$ cat config.mk
export PLATFORM = sky130hd
export DESIGN_NAME = dcs_codec
export DESIGN_NICKNAME = d
export VERILOG_FILES = /design/src/hdl/dcs_pkg.sv /design/src/hdl/dcs_codec.sv
export VERILOG_INCLUDE_DIRS = /design/src /design/src/hdl
export SDC_FILE = /design/constraint.sdc
export NUM_CORES = 2
export LEC_CHECK = 0
export ABC_AREA = 0
export BUFFER_PORTS_ARGS = -buffer_cell sky130_fd_sc_hd__buf_2
export CELL_PAD_IN_SITES_DETAIL_PLACEMENT = 1
export CELL_PAD_IN_SITES_GLOBAL_PLACEMENT = 1
export CORE_MARGIN = 2
export CORE_UTILIZATION = 25
export DETAILED_ROUTE_END_ITERATION = 6
export PLACE_DENSITY = 0.57
export SYNTH_ARGS = -nofsm -noshare
export SYNTH_HDL_FRONTEND = slang
export SYNTH_SLANG_ARGS = --single-unit
$ cat constraint.sdc
create_clock -name clk_sys -period 21.1 [get_ports clk_sys]
set_clock_uncertainty 0.2 [all_clocks]
set_input_delay 1.055 -clock clk_sys [delete_from_list [all_inputs] [get_ports clk_sys]]
set_output_delay 1.055 -clock clk_sys [all_outputs]
set_load 0.02 [all_outputs]
$ cat src/hdl/dcs_cfg.svh
// Constants of the coded squelch encoder and decoder
//
// Operation
// - The encoder sends the selected code as one 23-bit word, repeated back to back while generation is enabled.
// - Each word holds 14 bits of check and timing content and 9 bits of address code.
// - The serial output holds each bit for a full bit period with no return to zero and feeds modulation generator b or audio generator b.
// - A polarity setting selects normal (one high, zero low) or inverted output levels.
// - The encoder bit rate is programmable in hertz, normally 134 bits per second.
// - The decoder bit rate is selectable from 100 to 200 bits per second.
// - The code setting takes any octal value 0 to 777 and forms the 9-bit address field.
// - The decoder shifts received bits through a compare register and flags every 0 0 1 pattern.
// - On each flag the decoder captures a 23-bit sample with the pattern in bit positions 12, 11 and 10.
// - The decoder takes bits 1 to 9 of the sample as the code and reports the whole sample.
// - The decoder compares the code against a table of 104 permitted codes and flags a match.
// - One on/off press inverts the generation state while the encoder view is active.
// - Generation keeps running across changes of the operating test mode.
// - Generation drives modulation generator b when routed to RF, audio generator b when routed to audio.
// - A new or adjusted frequency on the carrying generator stops generation; restart only from the encoder view.
`ifndef DCS_CFG_SVH
`define DCS_CFG_SVH

`define DCS_CLK_HZ        32'd50000000
`define DCS_WORD_BITS     23
`define DCS_CODE_BITS     9
`define DCS_DATA_BITS     12
`define DCS_PAR_BITS      11
`define DCS_SYNC_PATTERN  3'b001
`define DCS_SYNC_HI       11
`define DCS_SYNC_LO       9
`define DCS_GOLAY_POLY    23'h000ae3
`define DCS_RATE_DEF      16'd134
`define DCS_DEC_RATE_MIN  16'd100
`define DCS_DEC_RATE_MAX  16'd200
`define DCS_LAST_BIT      5'd22
`define DCS_NUM_CODES     104
`define DCS_CODE_TABLE { \
   9'o023, 9'o025, 9'o026, 9'o031, 9'o032, 9'o036, 9'o043, 9'o047, 9'o051, 9'o053, \
   9'o054, 9'o065, 9'o071, 9'o072, 9'o073, 9'o074, 9'o114, 9'o115, 9'o116, 9'o122, \
   9'o125, 9'o131, 9'o132, 9'o134, 9'o143, 9'o145, 9'o152, 9'o155, 9'o156, 9'o162, \
   9'o165, 9'o172, 9'o174, 9'o205, 9'o212, 9'o223, 9'o225, 9'o226, 9'o243, 9'o244, \
   9'o245, 9'o246, 9'o251, 9'o252, 9'o255, 9'o261, 9'o263, 9'o265, 9'o266, 9'o271, \
   9'o274, 9'o306, 9'o311, 9'o315, 9'o325, 9'o331, 9'o332, 9'o343, 9'o346, 9'o351, \
   9'o356, 9'o364, 9'o365, 9'o371, 9'o411, 9'o412, 9'o413, 9'o423, 9'o431, 9'o432, \
   9'o445, 9'o446, 9'o452, 9'o454, 9'o455, 9'o462, 9'o464, 9'o465, 9'o466, 9'o503, \
   9'o506, 9'o516, 9'o523, 9'o526, 9'o532, 9'o546, 9'o565, 9'o606, 9'o612, 9'o624, \
   9'o627, 9'o631, 9'o632, 9'o654, 9'o662, 9'o664, 9'o703, 9'o712, 9'o723, 9'o731, \
   9'o732, 9'o734, 9'o743, 9'o754}

`endif

$ cat src/hdl/dcs_pkg.sv
// Types shared by the coded squelch encoder and decoder
`include "dcs_cfg.svh"

package dcs_pkg;

   typedef enum logic {DCS_ENC_IDLE, DCS_ENC_RUN} dcs_enc_state_t;

   typedef struct packed {
      logic [`DCS_CODE_BITS-1:0] code;
      logic                      invert;
      logic                      route_audio;
      logic [15:0]               enc_rate_hz;
      logic [15:0]               dec_rate_hz;
   } dcs_cfg_t;

   typedef struct packed {
      logic                      valid;
      logic                      permitted;
      logic [`DCS_CODE_BITS-1:0] code;
      logic [`DCS_WORD_BITS-1:0] sample;
   } dcs_dec_result_t;

endpackage : dcs_pkg

$ cat src/hdl/dcs_codec.sv
// Coded squelch word encoder and received-word decoder
`include "dcs_cfg.svh"
`timescale 1ns/100ps
`default_nettype none

module dcs_codec
   import dcs_pkg::*;
(
   // Clock and reset
   input  wire logic             clk_sys,
   input  wire logic             reset,
   // Settings and front-panel events
   input  wire dcs_cfg_t         cfg,
   input  wire logic             encoder_view,
   input  wire logic             onoff_press,
   input  wire logic             gen_freq_write,
   // Encoder outputs
   output var  logic             gen_enabled_q,
   output var  logic             mod_b_bit_q,
   output var  logic             mod_b_active_q,
   output var  logic             audio_b_bit_q,
   output var  logic             audio_b_active_q,
   // Decoder input and result
   input  wire logic             rx_bit,
   output var  logic             sync_flag_q,
   output var  dcs_dec_result_t  result_q
);

   localparam logic [`DCS_NUM_CODES*`DCS_CODE_BITS-1:0] CODE_TABLE = `DCS_CODE_TABLE;

   // Check bits: remainder of data times x^11 by the cyclic generator
   function automatic logic [`DCS_PAR_BITS-1:0] dcs_parity(input logic [`DCS_DATA_BITS-1:0] d);
      logic [`DCS_WORD_BITS-1:0] r;
      r = {d, {`DCS_PAR_BITS{1'b0}}};
      for (int i = `DCS_WORD_BITS-1; i >= `DCS_PAR_BITS; i--) begin
         if (r[i]) begin
            r = r ^ (`DCS_GOLAY_POLY << (i - `DCS_PAR_BITS));
         end
      end
      return r[`DCS_PAR_BITS-1:0];
   endfunction : dcs_parity

   function automatic logic [`DCS_WORD_BITS-1:0] dcs_word(input logic [`DCS_CODE_BITS-1:0] c);
      logic [`DCS_DATA_BITS-1:0] d;
      d = {`DCS_SYNC_PATTERN, c};
      return {dcs_parity(d), d};
   endfunction : dcs_word

   // Rate to divider count; zero rate falls back to the usual rate
   function automatic logic [31:0] dcs_div(input logic [15:0] rate);
      logic [15:0] r;
      r = (rate == 16'h0000) ? `DCS_RATE_DEF : rate;
      return `DCS_CLK_HZ / {16'h0000, r};
   endfunction : dcs_div

   // ---------------- Bit-rate dividers ----------------
   logic [15:0] dec_rate;
   logic [31:0] enc_div_d, enc_div_q, dec_div_d, dec_div_q;
   logic [31:0] enc_cnt_d, enc_cnt_q, dec_cnt_d, dec_cnt_q;
   logic        enc_strobe, dec_strobe;
   dcs_enc_state_t enc_state_d, enc_state_q;

   always_comb begin
      dec_rate = cfg.dec_rate_hz;
      if (dec_rate < `DCS_DEC_RATE_MIN) begin
         dec_rate = `DCS_DEC_RATE_MIN;
      end else if (dec_rate > `DCS_DEC_RATE_MAX) begin
         dec_rate = `DCS_DEC_RATE_MAX;
      end
      // Divider is registered so the long division is off the counter path
      enc_div_d  = dcs_div(cfg.enc_rate_hz);
      dec_div_d  = dcs_div(dec_rate);
      enc_strobe = (enc_state_q == DCS_ENC_RUN) && (enc_cnt_q >= enc_div_q - 32'd1);
      dec_strobe = (dec_cnt_q >= dec_div_q - 32'd1);
      enc_cnt_d  = (enc_state_q != DCS_ENC_RUN || enc_strobe) ? 32'd0 : enc_cnt_q + 32'd1;
      dec_cnt_d  = dec_strobe ? 32'd0 : dec_cnt_q + 32'd1;
   end

   always_ff @(posedge clk_sys or posedge reset) begin
      if (reset) begin
         enc_div_q <= 32'hffffffff;
         dec_div_q <= 32'hffffffff;
         enc_cnt_q <= 32'd0;
         dec_cnt_q <= 32'd0;
      end else begin
         enc_div_q <= enc_div_d;
         dec_div_q <= dec_div_d;
         enc_cnt_q <= enc_cnt_d;
         dec_cnt_q <= dec_cnt_d;
      end
   end

   // ---------------- Encoder ----------------
   logic                      en_d, en_q;
   logic [`DCS_WORD_BITS-1:0] word_d, word_q;
   logic [4:0]                idx_d, idx_q;
   logic                      bit_d, bit_q;
   logic                      level;

   always_comb begin
      en_d        = en_q;
      enc_state_d = enc_state_q;
      word_d      = word_q;
      idx_d       = idx_q;
      bit_d       = bit_q;
      // Frequency entry on the carrying generator wins over a press
      if (gen_freq_write) begin
         en_d = 1'b0;
      end else if (onoff_press && encoder_view) begin
         en_d = ~en_q;
      end
      // No mode input on purpose: test-mode changes leave generation alone
      case (enc_state_q)
         DCS_ENC_IDLE: begin
            idx_d = 5'd0;
            if (en_q) begin
               enc_state_d = DCS_ENC_RUN;
               word_d      = dcs_word(cfg.code);
               bit_d       = word_d[0];
               idx_d       = 5'd1;
            end
         end
         DCS_ENC_RUN: begin
            if (!en_q) begin
               enc_state_d = DCS_ENC_IDLE;
            end else if (enc_strobe) begin
               // Code changes take effect at the next word boundary
               if (idx_q > `DCS_LAST_BIT) begin
                  word_d = dcs_word(cfg.code);
                  bit_d  = word_d[0];
                  idx_d  = 5'd1;
               end else begin
                  bit_d = word_q[idx_q];
                  idx_d = idx_q + 5'd1;
               end
            end
         end
         default: enc_state_d = DCS_ENC_IDLE;
      endcase
      level = bit_d ^ cfg.invert;
   end

   always_ff @(posedge clk_sys or posedge reset) begin
      if (reset) begin
         en_q             <= 1'b0;
         enc_state_q      <= DCS_ENC_IDLE;
         word_q           <= '0;
         idx_q            <= 5'd0;
         bit_q            <= 1'b0;
         gen_enabled_q    <= 1'b0;
         mod_b_bit_q      <= 1'b0;
         mod_b_active_q   <= 1'b0;
         audio_b_bit_q    <= 1'b0;
         audio_b_active_q <= 1'b0;
      end else begin
         en_q             <= en_d;
         enc_state_q      <= enc_state_d;
         word_q           <= word_d;
         idx_q            <= idx_d;
         bit_q            <= bit_d;
         gen_enabled_q    <= en_d;
         mod_b_active_q   <= (enc_state_d == DCS_ENC_RUN) && !cfg.route_audio;
         audio_b_active_q <= (enc_state_d == DCS_ENC_RUN) && cfg.route_audio;
         mod_b_bit_q      <= (enc_state_d == DCS_ENC_RUN) && !cfg.route_audio && level;
         audio_b_bit_q    <= (enc_state_d == DCS_ENC_RUN) && cfg.route_audio && level;
      end
   end

   // ---------------- Decoder ----------------
   logic                      rx_meta_q, rx_sync_q;
   logic [`DCS_WORD_BITS-1:0] shift_d, shift_q;
   logic                      hit;
   logic                      permitted;
   dcs_dec_result_t           result_d;

   always_comb begin
      shift_d = shift_q;
      if (dec_strobe) begin
         // Oldest bit settles at index 0, i.e. word bit 1
         shift_d = {rx_sync_q, shift_q[`DCS_WORD_BITS-1:1]};
      end
      hit       = dec_strobe && (shift_d[`DCS_SYNC_HI:`DCS_SYNC_LO] == `DCS_SYNC_PATTERN);
      permitted = 1'b0;
      for (int k = 0; k < `DCS_NUM_CODES; k++) begin
         if (CODE_TABLE[k*`DCS_CODE_BITS +: `DCS_CODE_BITS] == shift_d[`DCS_CODE_BITS-1:0]) begin
            permitted = 1'b1;
         end
      end
      result_d       = result_q;
      result_d.valid = hit;
      if (hit) begin
         result_d.sample    = shift_d;
         result_d.code      = shift_d[`DCS_CODE_BITS-1:0];
         result_d.permitted = permitted;
      end
   end

   always_ff @(posedge clk_sys or posedge reset) begin
      if (reset) begin
         rx_meta_q   <= 1'b0;
         rx_sync_q   <= 1'b0;
         shift_q     <= '0;
         sync_flag_q <= 1'b0;
         result_q    <= '0;
      end else begin
         rx_meta_q   <= rx_bit;
         rx_sync_q   <= rx_meta_q;
         shift_q     <= shift_d;
         sync_flag_q <= hit;
         result_q    <= result_d;
      end
   end

endmodule : dcs_codec

`default_nettype wire

### After elaboration in Yosys (flattened, before gate mapping)

Cells that the tools add are included.

* equality and inequality tests: 109
* mux-type cells: 203
* order comparisons: 6
* div/mod/pow operators: 2
* reduce and logical (&&, ||, !) cells: 14
* bitwise gates (word level): 22
* add/subtract/negate cells: 5

Operators by type and width (number)
* $eq 9x9->1 const A: 40
* $eq 8x9->1 const A: 31
* $mux 16: 12
* $eq 7x9->1 const A: 17
* $mux 18: 8
* $mux 17: 8
* $mux 15: 8
* $mux 20: 6
* $mux 23: 5
* $mux 19: 6
* $not 6->6: 19
* $mux 1: 113
* $mux 14: 8
* $mux 13: 8
* $mux 12: 8
* $eq 6x9->1 const A: 10
* $add 32x1->32 const B: 2
* $div 26x16->32 const A: 2
* $ge 32x32->1: 2
* $mux 32: 2
* $sub 32x1->32 const B: 2
* $eq 5x9->1 const A: 6
* $pmux 23 s2: 1
* $logic_not 16->1: 2
* 22 further kinds: 35

* register bits after elaboration: 222
* input port bits: 49
* logic and storage cells: 381

### Depth between registers and ports, before layout

* word-level depth: 108
* gate-level depth with buffers: 488

### Worst setup path before layout

Ideal clock, no wire load.

* path kind: input-to-reg
* from: input port cfg[16] (netlist bit)
* to: register enc_div_q[0]
* slack: -64.510 ns
* required time: 20.814 ns
* data arrival time: 85.324 ns
* stages: 471
* setup time: 0.086 ns
* buffers on the path: 55
* cell sequence: buf_2 > clkbuf_1 > clkbuf_1 > clkbuf_1 > clkbuf_1 > clkbuf_1 > clkbuf_1 > clkbuf_1 > clkbuf_1 > and2_1 > ha_1 > a21oi_1 > nor2_1 > a41oi_1 > and3_1 > nor3_1 > nand2b_1 > inv_1 > [... 435 more ...] > nand2_1 > nor3_4 > clkbuf_1 > o21ai_1 > ha_1 > a21o_1 > a21oi_1 > nor2b_1 > o21ai_0 > nand2b_1 > a21oi_1 > nor2b_1 > o21ai_0 > nand4_1 > nor4_1 > o221ai_1 > a31o_1 > a2111o_1

* longest elaborated chain between the ends: 3

RTL lines
* start: declaration: RTL line dcs_codec.sv:13 `input wire dcs_cfg_t cfg,`
* $logic_not 16->1: RTL line dcs_codec.sv:52 `` r = (rate == 16'h0000) ? `DCS_RATE_DEF : rate; ``
* $mux 16 *: RTL line dcs_codec.sv:52
* $div 26x16->32 (no source line) *
* named net enc_div_d[0]: RTL line dcs_codec.sv:58 `logic [31:0] enc_div_d, enc_div_q, dec_div_d, dec_div_q;`
* end signal: assignment: RTL line dcs_codec.sv:86 `enc_div_q <= enc_div_d;`
* end: declaration: RTL line dcs_codec.sv:58

The timed path passes the listed nets; every way through them passes the cells marked *.
A chain may end at the register's enable or synchronous reset.

### Worst setup path after layout

Same ends and word-level chain as after synthesis.

==> run_results.csv <==
group,metric,value,unit
die,die-area,0.2459,mm^2
clocking,clkSlewWorstSetupHoldPaths,0.07,ns
detailed_routing,wl_met3,7194,um
placed_design,numPortBuffers,88,
detailed_routing,drt_first_pass_iters,5,
clocking,root_buffer,"clkbuf_16",
setup_path,r2r-start,"dec_div_q[0]",
setup_path,worstPathRequired,21.43,ns
timing,hold_viol,0,
clocking,clk_latency,0.60,ns
logic_synthesis,dominantRegCellSynth,"dfrtp_1",
timing,slew_headroom,26.13,%
finish,finalNetCount,13390,
logic_synthesis,synth_mux_area_share,4.596,%
clocking,tritoncts,"done",
clocking,cts.sinks,211,
timing,period_share,347.1,%
global_routing,grt_max_degree,85,
setup_path,cp_max_fo,9,
logic_synthesis,avgSynthCellArea,7.126,um^2
detailed_routing,drc_errors,0,
logic_synthesis,synth-seq-cells,211,
clocking,cts_hold_buffers,0,
global_routing,grt_pass1_vias,86620,
logic_synthesis,ys_types,155,
logic_synthesis,syn_area,0.06049,mm^2
die,die_width,495.9,um
setup_path,cp-end-kind,"flop",
timing,fmax,13.65,MHz
detailed_routing,topRoutingLayerUsed,"met4",
logic_synthesis,yosys.area_share.xor_xnor,9.390,%
detailed_routing,routed-wl-met2,145600,um
placed_design,post_dp_cell_area,0.09224,mm^2
timing,rsz0062_at_grt,"yes",
setup_path,crit_path_start,"cfg[16]",
detailed_routing,post_drt_wl_per_cell,18.38,um
setup_path,max_stage_delay,0.62,ns
timing,setup_violations,33,
finish,drive_above_1_share,43.77,%
placed_design,gp_congestion,0.8935,
logic_synthesis,ys_seq_area_share,8.861,%
global_routing,grt_overflow_total,0,
placed_design,dp_slack,-54.11,ns
worst_hold_path,min_from,"rx_meta_q",
setup_path,start_kind,"input pin",
finish,syn_to_final_growth,69.16,%
clocking,htreeDepth,1,
outcome,violations,"setup timing",
detailed_routing,drt-vias-per-instance,5.144,
setup_path,path_common_cell,"buf_4",
placed_design,dp_hpwl,223500,um
timing,slew_viol_final,0,
die,start_util,25.15,%
detailed_routing,vias,81160,
die,core_area,0.2405,mm^2
die,io_pins,89,
logic_synthesis,synthAdderAreaFrac,15.98,%
die,die_y,495.9,um
global_routing,grt_pass1_wl,451900,um
global_routing,grt_usage,21.99,%
setup_path,cp.arrival,73.57,ns
flow_run,drv_cap,0,
timing,tightest_slew,1.105,ns
setup_path,critPathSlowestCell,"or4_4",
logic_synthesis,synth-edff-count,0,
logic_synthesis,ys_warn_count,0,
logic_synthesis,synth-compound-area-share,31.17,%
detailed_routing,wirelength,290000,um
logic_synthesis,async_reset_ff_share,100.0,%
detailed_routing,ant_nets,0,
logic_synthesis,synthCells,8489,
die,rows,180,
setup_path,critical_path_class,"in -> reg",
outcome,status,"finished with violations",
clocking,cts.path.max_buffers,3,
clocking,cts_buffers,25,
logic_synthesis,synth_top_family_by_area,"compound AO/OA/AOI/OAI gates",
logic_synthesis,synthSimpleGateAreaFrac,26.05,%
detailed_routing,wl_met1,128700,um
global_routing,antenna_found_initial,1,
timing,period_minus_slack,73.24,ns
timing,setup_ws,-52.14,ns
finish,final_area,0.1023,mm^2
worst_hold_path,hold_class,"reg -> reg",
detailed_routing,dr.first_iter.drc_count,3298,
## kinds of logic after synthesis
| group | after synthesis |
|---|---|
| and+or+nand+nor | 3188 |
| xor gates and xnor gates | 643 |
| AOI/OAI and AO/OA | 2826 |
| buffers and inverters | 597 |
| DFF | 211 |
| other | 2 |
| adders and majority gates | 773 |
| muxes | 249 |
## synthesized netlist by cell type, drive strengths merged, types with 25 or more instances
cell type	n	area share, %
nand2	802	5.0
a21oi	707	5.9
o31ai	133	1.7
a21boi	42	0.53
and3	99	1.0
nor2b	88	0.91
dfstp	64	2.8
o22ai	37	0.41
a2111oi	25	0.41
mux2i	80	1.4
nand2b	202	2.1
o21ai	624	5.2
inv	344	2.1
or4	44	0.57
nor4	81	0.97
o211ai	64	0.85
o21bai	52	0.65
o21a	214	2.7
nand3	235	2.0
nand4	93	1.0
a211o	30	0.45
clkbuf	166	1.0
a31oi	107	1.2
or2	80	0.83
nor2	892	5.6
and4	25	0.36
buf	79	0.72
o2111ai	30	0.44
o31a	34	0.49
dfrtp	147	6.1
or3	75	0.78
a21o	323	4.0
ha	772	16
nor3	264	2.4
mux2	166	3.1
xnor2	405	5.9
xor2	235	3.4
a211oi	82	1.1
a31o	27	0.39
and2	115	1.2
## cell usage in the layout (no fill, tap or decap), types with 47 or more instances in the layout
cell,synthesis,layout
conb_1,2,178
nand3_1,234,211
mux2i_1,78,74
and2_1,109,87
a21oi_2,11,129
xor2_1,235,234
o21bai_1,52,47
or2_2,68,58
o31ai_1,127,100
a31oi_1,104,87
o211ai_1,57,57
and3_1,98,87
nor4_1,75,65
inv_1,322,296
a21o_1,323,322
xnor2_1,404,399
o21ai_0,580,416
o21ai_1,39,103
nor2_2,7,59
or3_1,74,64
nor2_4,2,53
nor3_1,251,217
buf_4,12,3899
nand4_1,89,89
nand2b_1,202,188
o21ai_2,5,95
a21oi_1,695,555
nor2b_1,88,77
mux2_2,154,125
o21a_1,213,211
dfrtp_1,147,147
buf_2,29,83
dfstp_2,64,64
nor2_1,883,780
ha_4,0,87
ha_1,772,655
buf_6,8,94
nand2_1,800,745
## final timing paths
path	to	slack, ns	cells after the start
worst max-delay path	enc_div_q[0]	-52.14	449
worst min register to register	rx_sync_q	0.16	0
worst max register to register	result_q[32]	11.15	51
min in group asynchronous	result_q[19]	0.35	2
max in group asynchronous	dec_cnt_q[17]	18.86	3
worst min-delay path	rx_sync_q	0.16	0
## final cells by class
type                       count  area, um^2
fill                       29750      138200
multi-input combinational   7858       59010
timing repair buffer        4117       31520
sequential                   211        5360
tap                         3185        3985
inverter                     352        1481
clock buffer                  34       719.4
clock inverter                12       195.2
timing repair inverter         5       45.04
antenna                        3       7.507
## metal layers
metal,up-vias,global-route usage [%]
li1,39510,-
met1,39970,27.77
met2,1180,40.52
met3,500,1.097
met4,0,5.380
met5,-,0
## repair_timing
action / 4_1_cts / 5_1_grt
gates cloned: 7 / 2
pin swaps: 258 / 453
setup buffers: 340 / 280
setup endpoints to repair: 35 / 35
endpoints found under the hold margin: 0 / 0
resized for setup: 353 / 680
## critical path: cells and delay by family
kind | cells | cell delay (ns)
XOR/XNOR | 2 | 0.25
multiplexers | 8 | 2.32
adder cells (fa/ha/maj) | 31 | 8.53
buffers and inverters | 104 | 12.62
AND/OR/NAND/NOR | 108 | 16.59
AO/OA/AOI/OAI | 196 | 31.99
## per-stage QoR
step	instances	util, %	setup TNS [ns]	hold slack, ns
finish	15780	42.54	-802.37	0.1603
CTS	15510	40.45	-779.13	0.1650
global placement	15110	38.35	-837.01	0.1451
detailed placement	15110	38.35	-880.97	0.1411
floorplan	8665	-	-831.83	0.1312
global route	15770	42.54	-870.66	0.1701
## registers in the layout, summed over array words and instances (netlist names), 5 cells and up
register and flops:
enc_div_q 32, dec_div_q 32, enc_cnt_q 32, word_q 21
result_q 25, shift_q 23, idx_q 5, dec_cnt_q 32
Power is not shown: default switching activity piles up to over one toggle a cycle in this logic, so the estimate is an artifact.
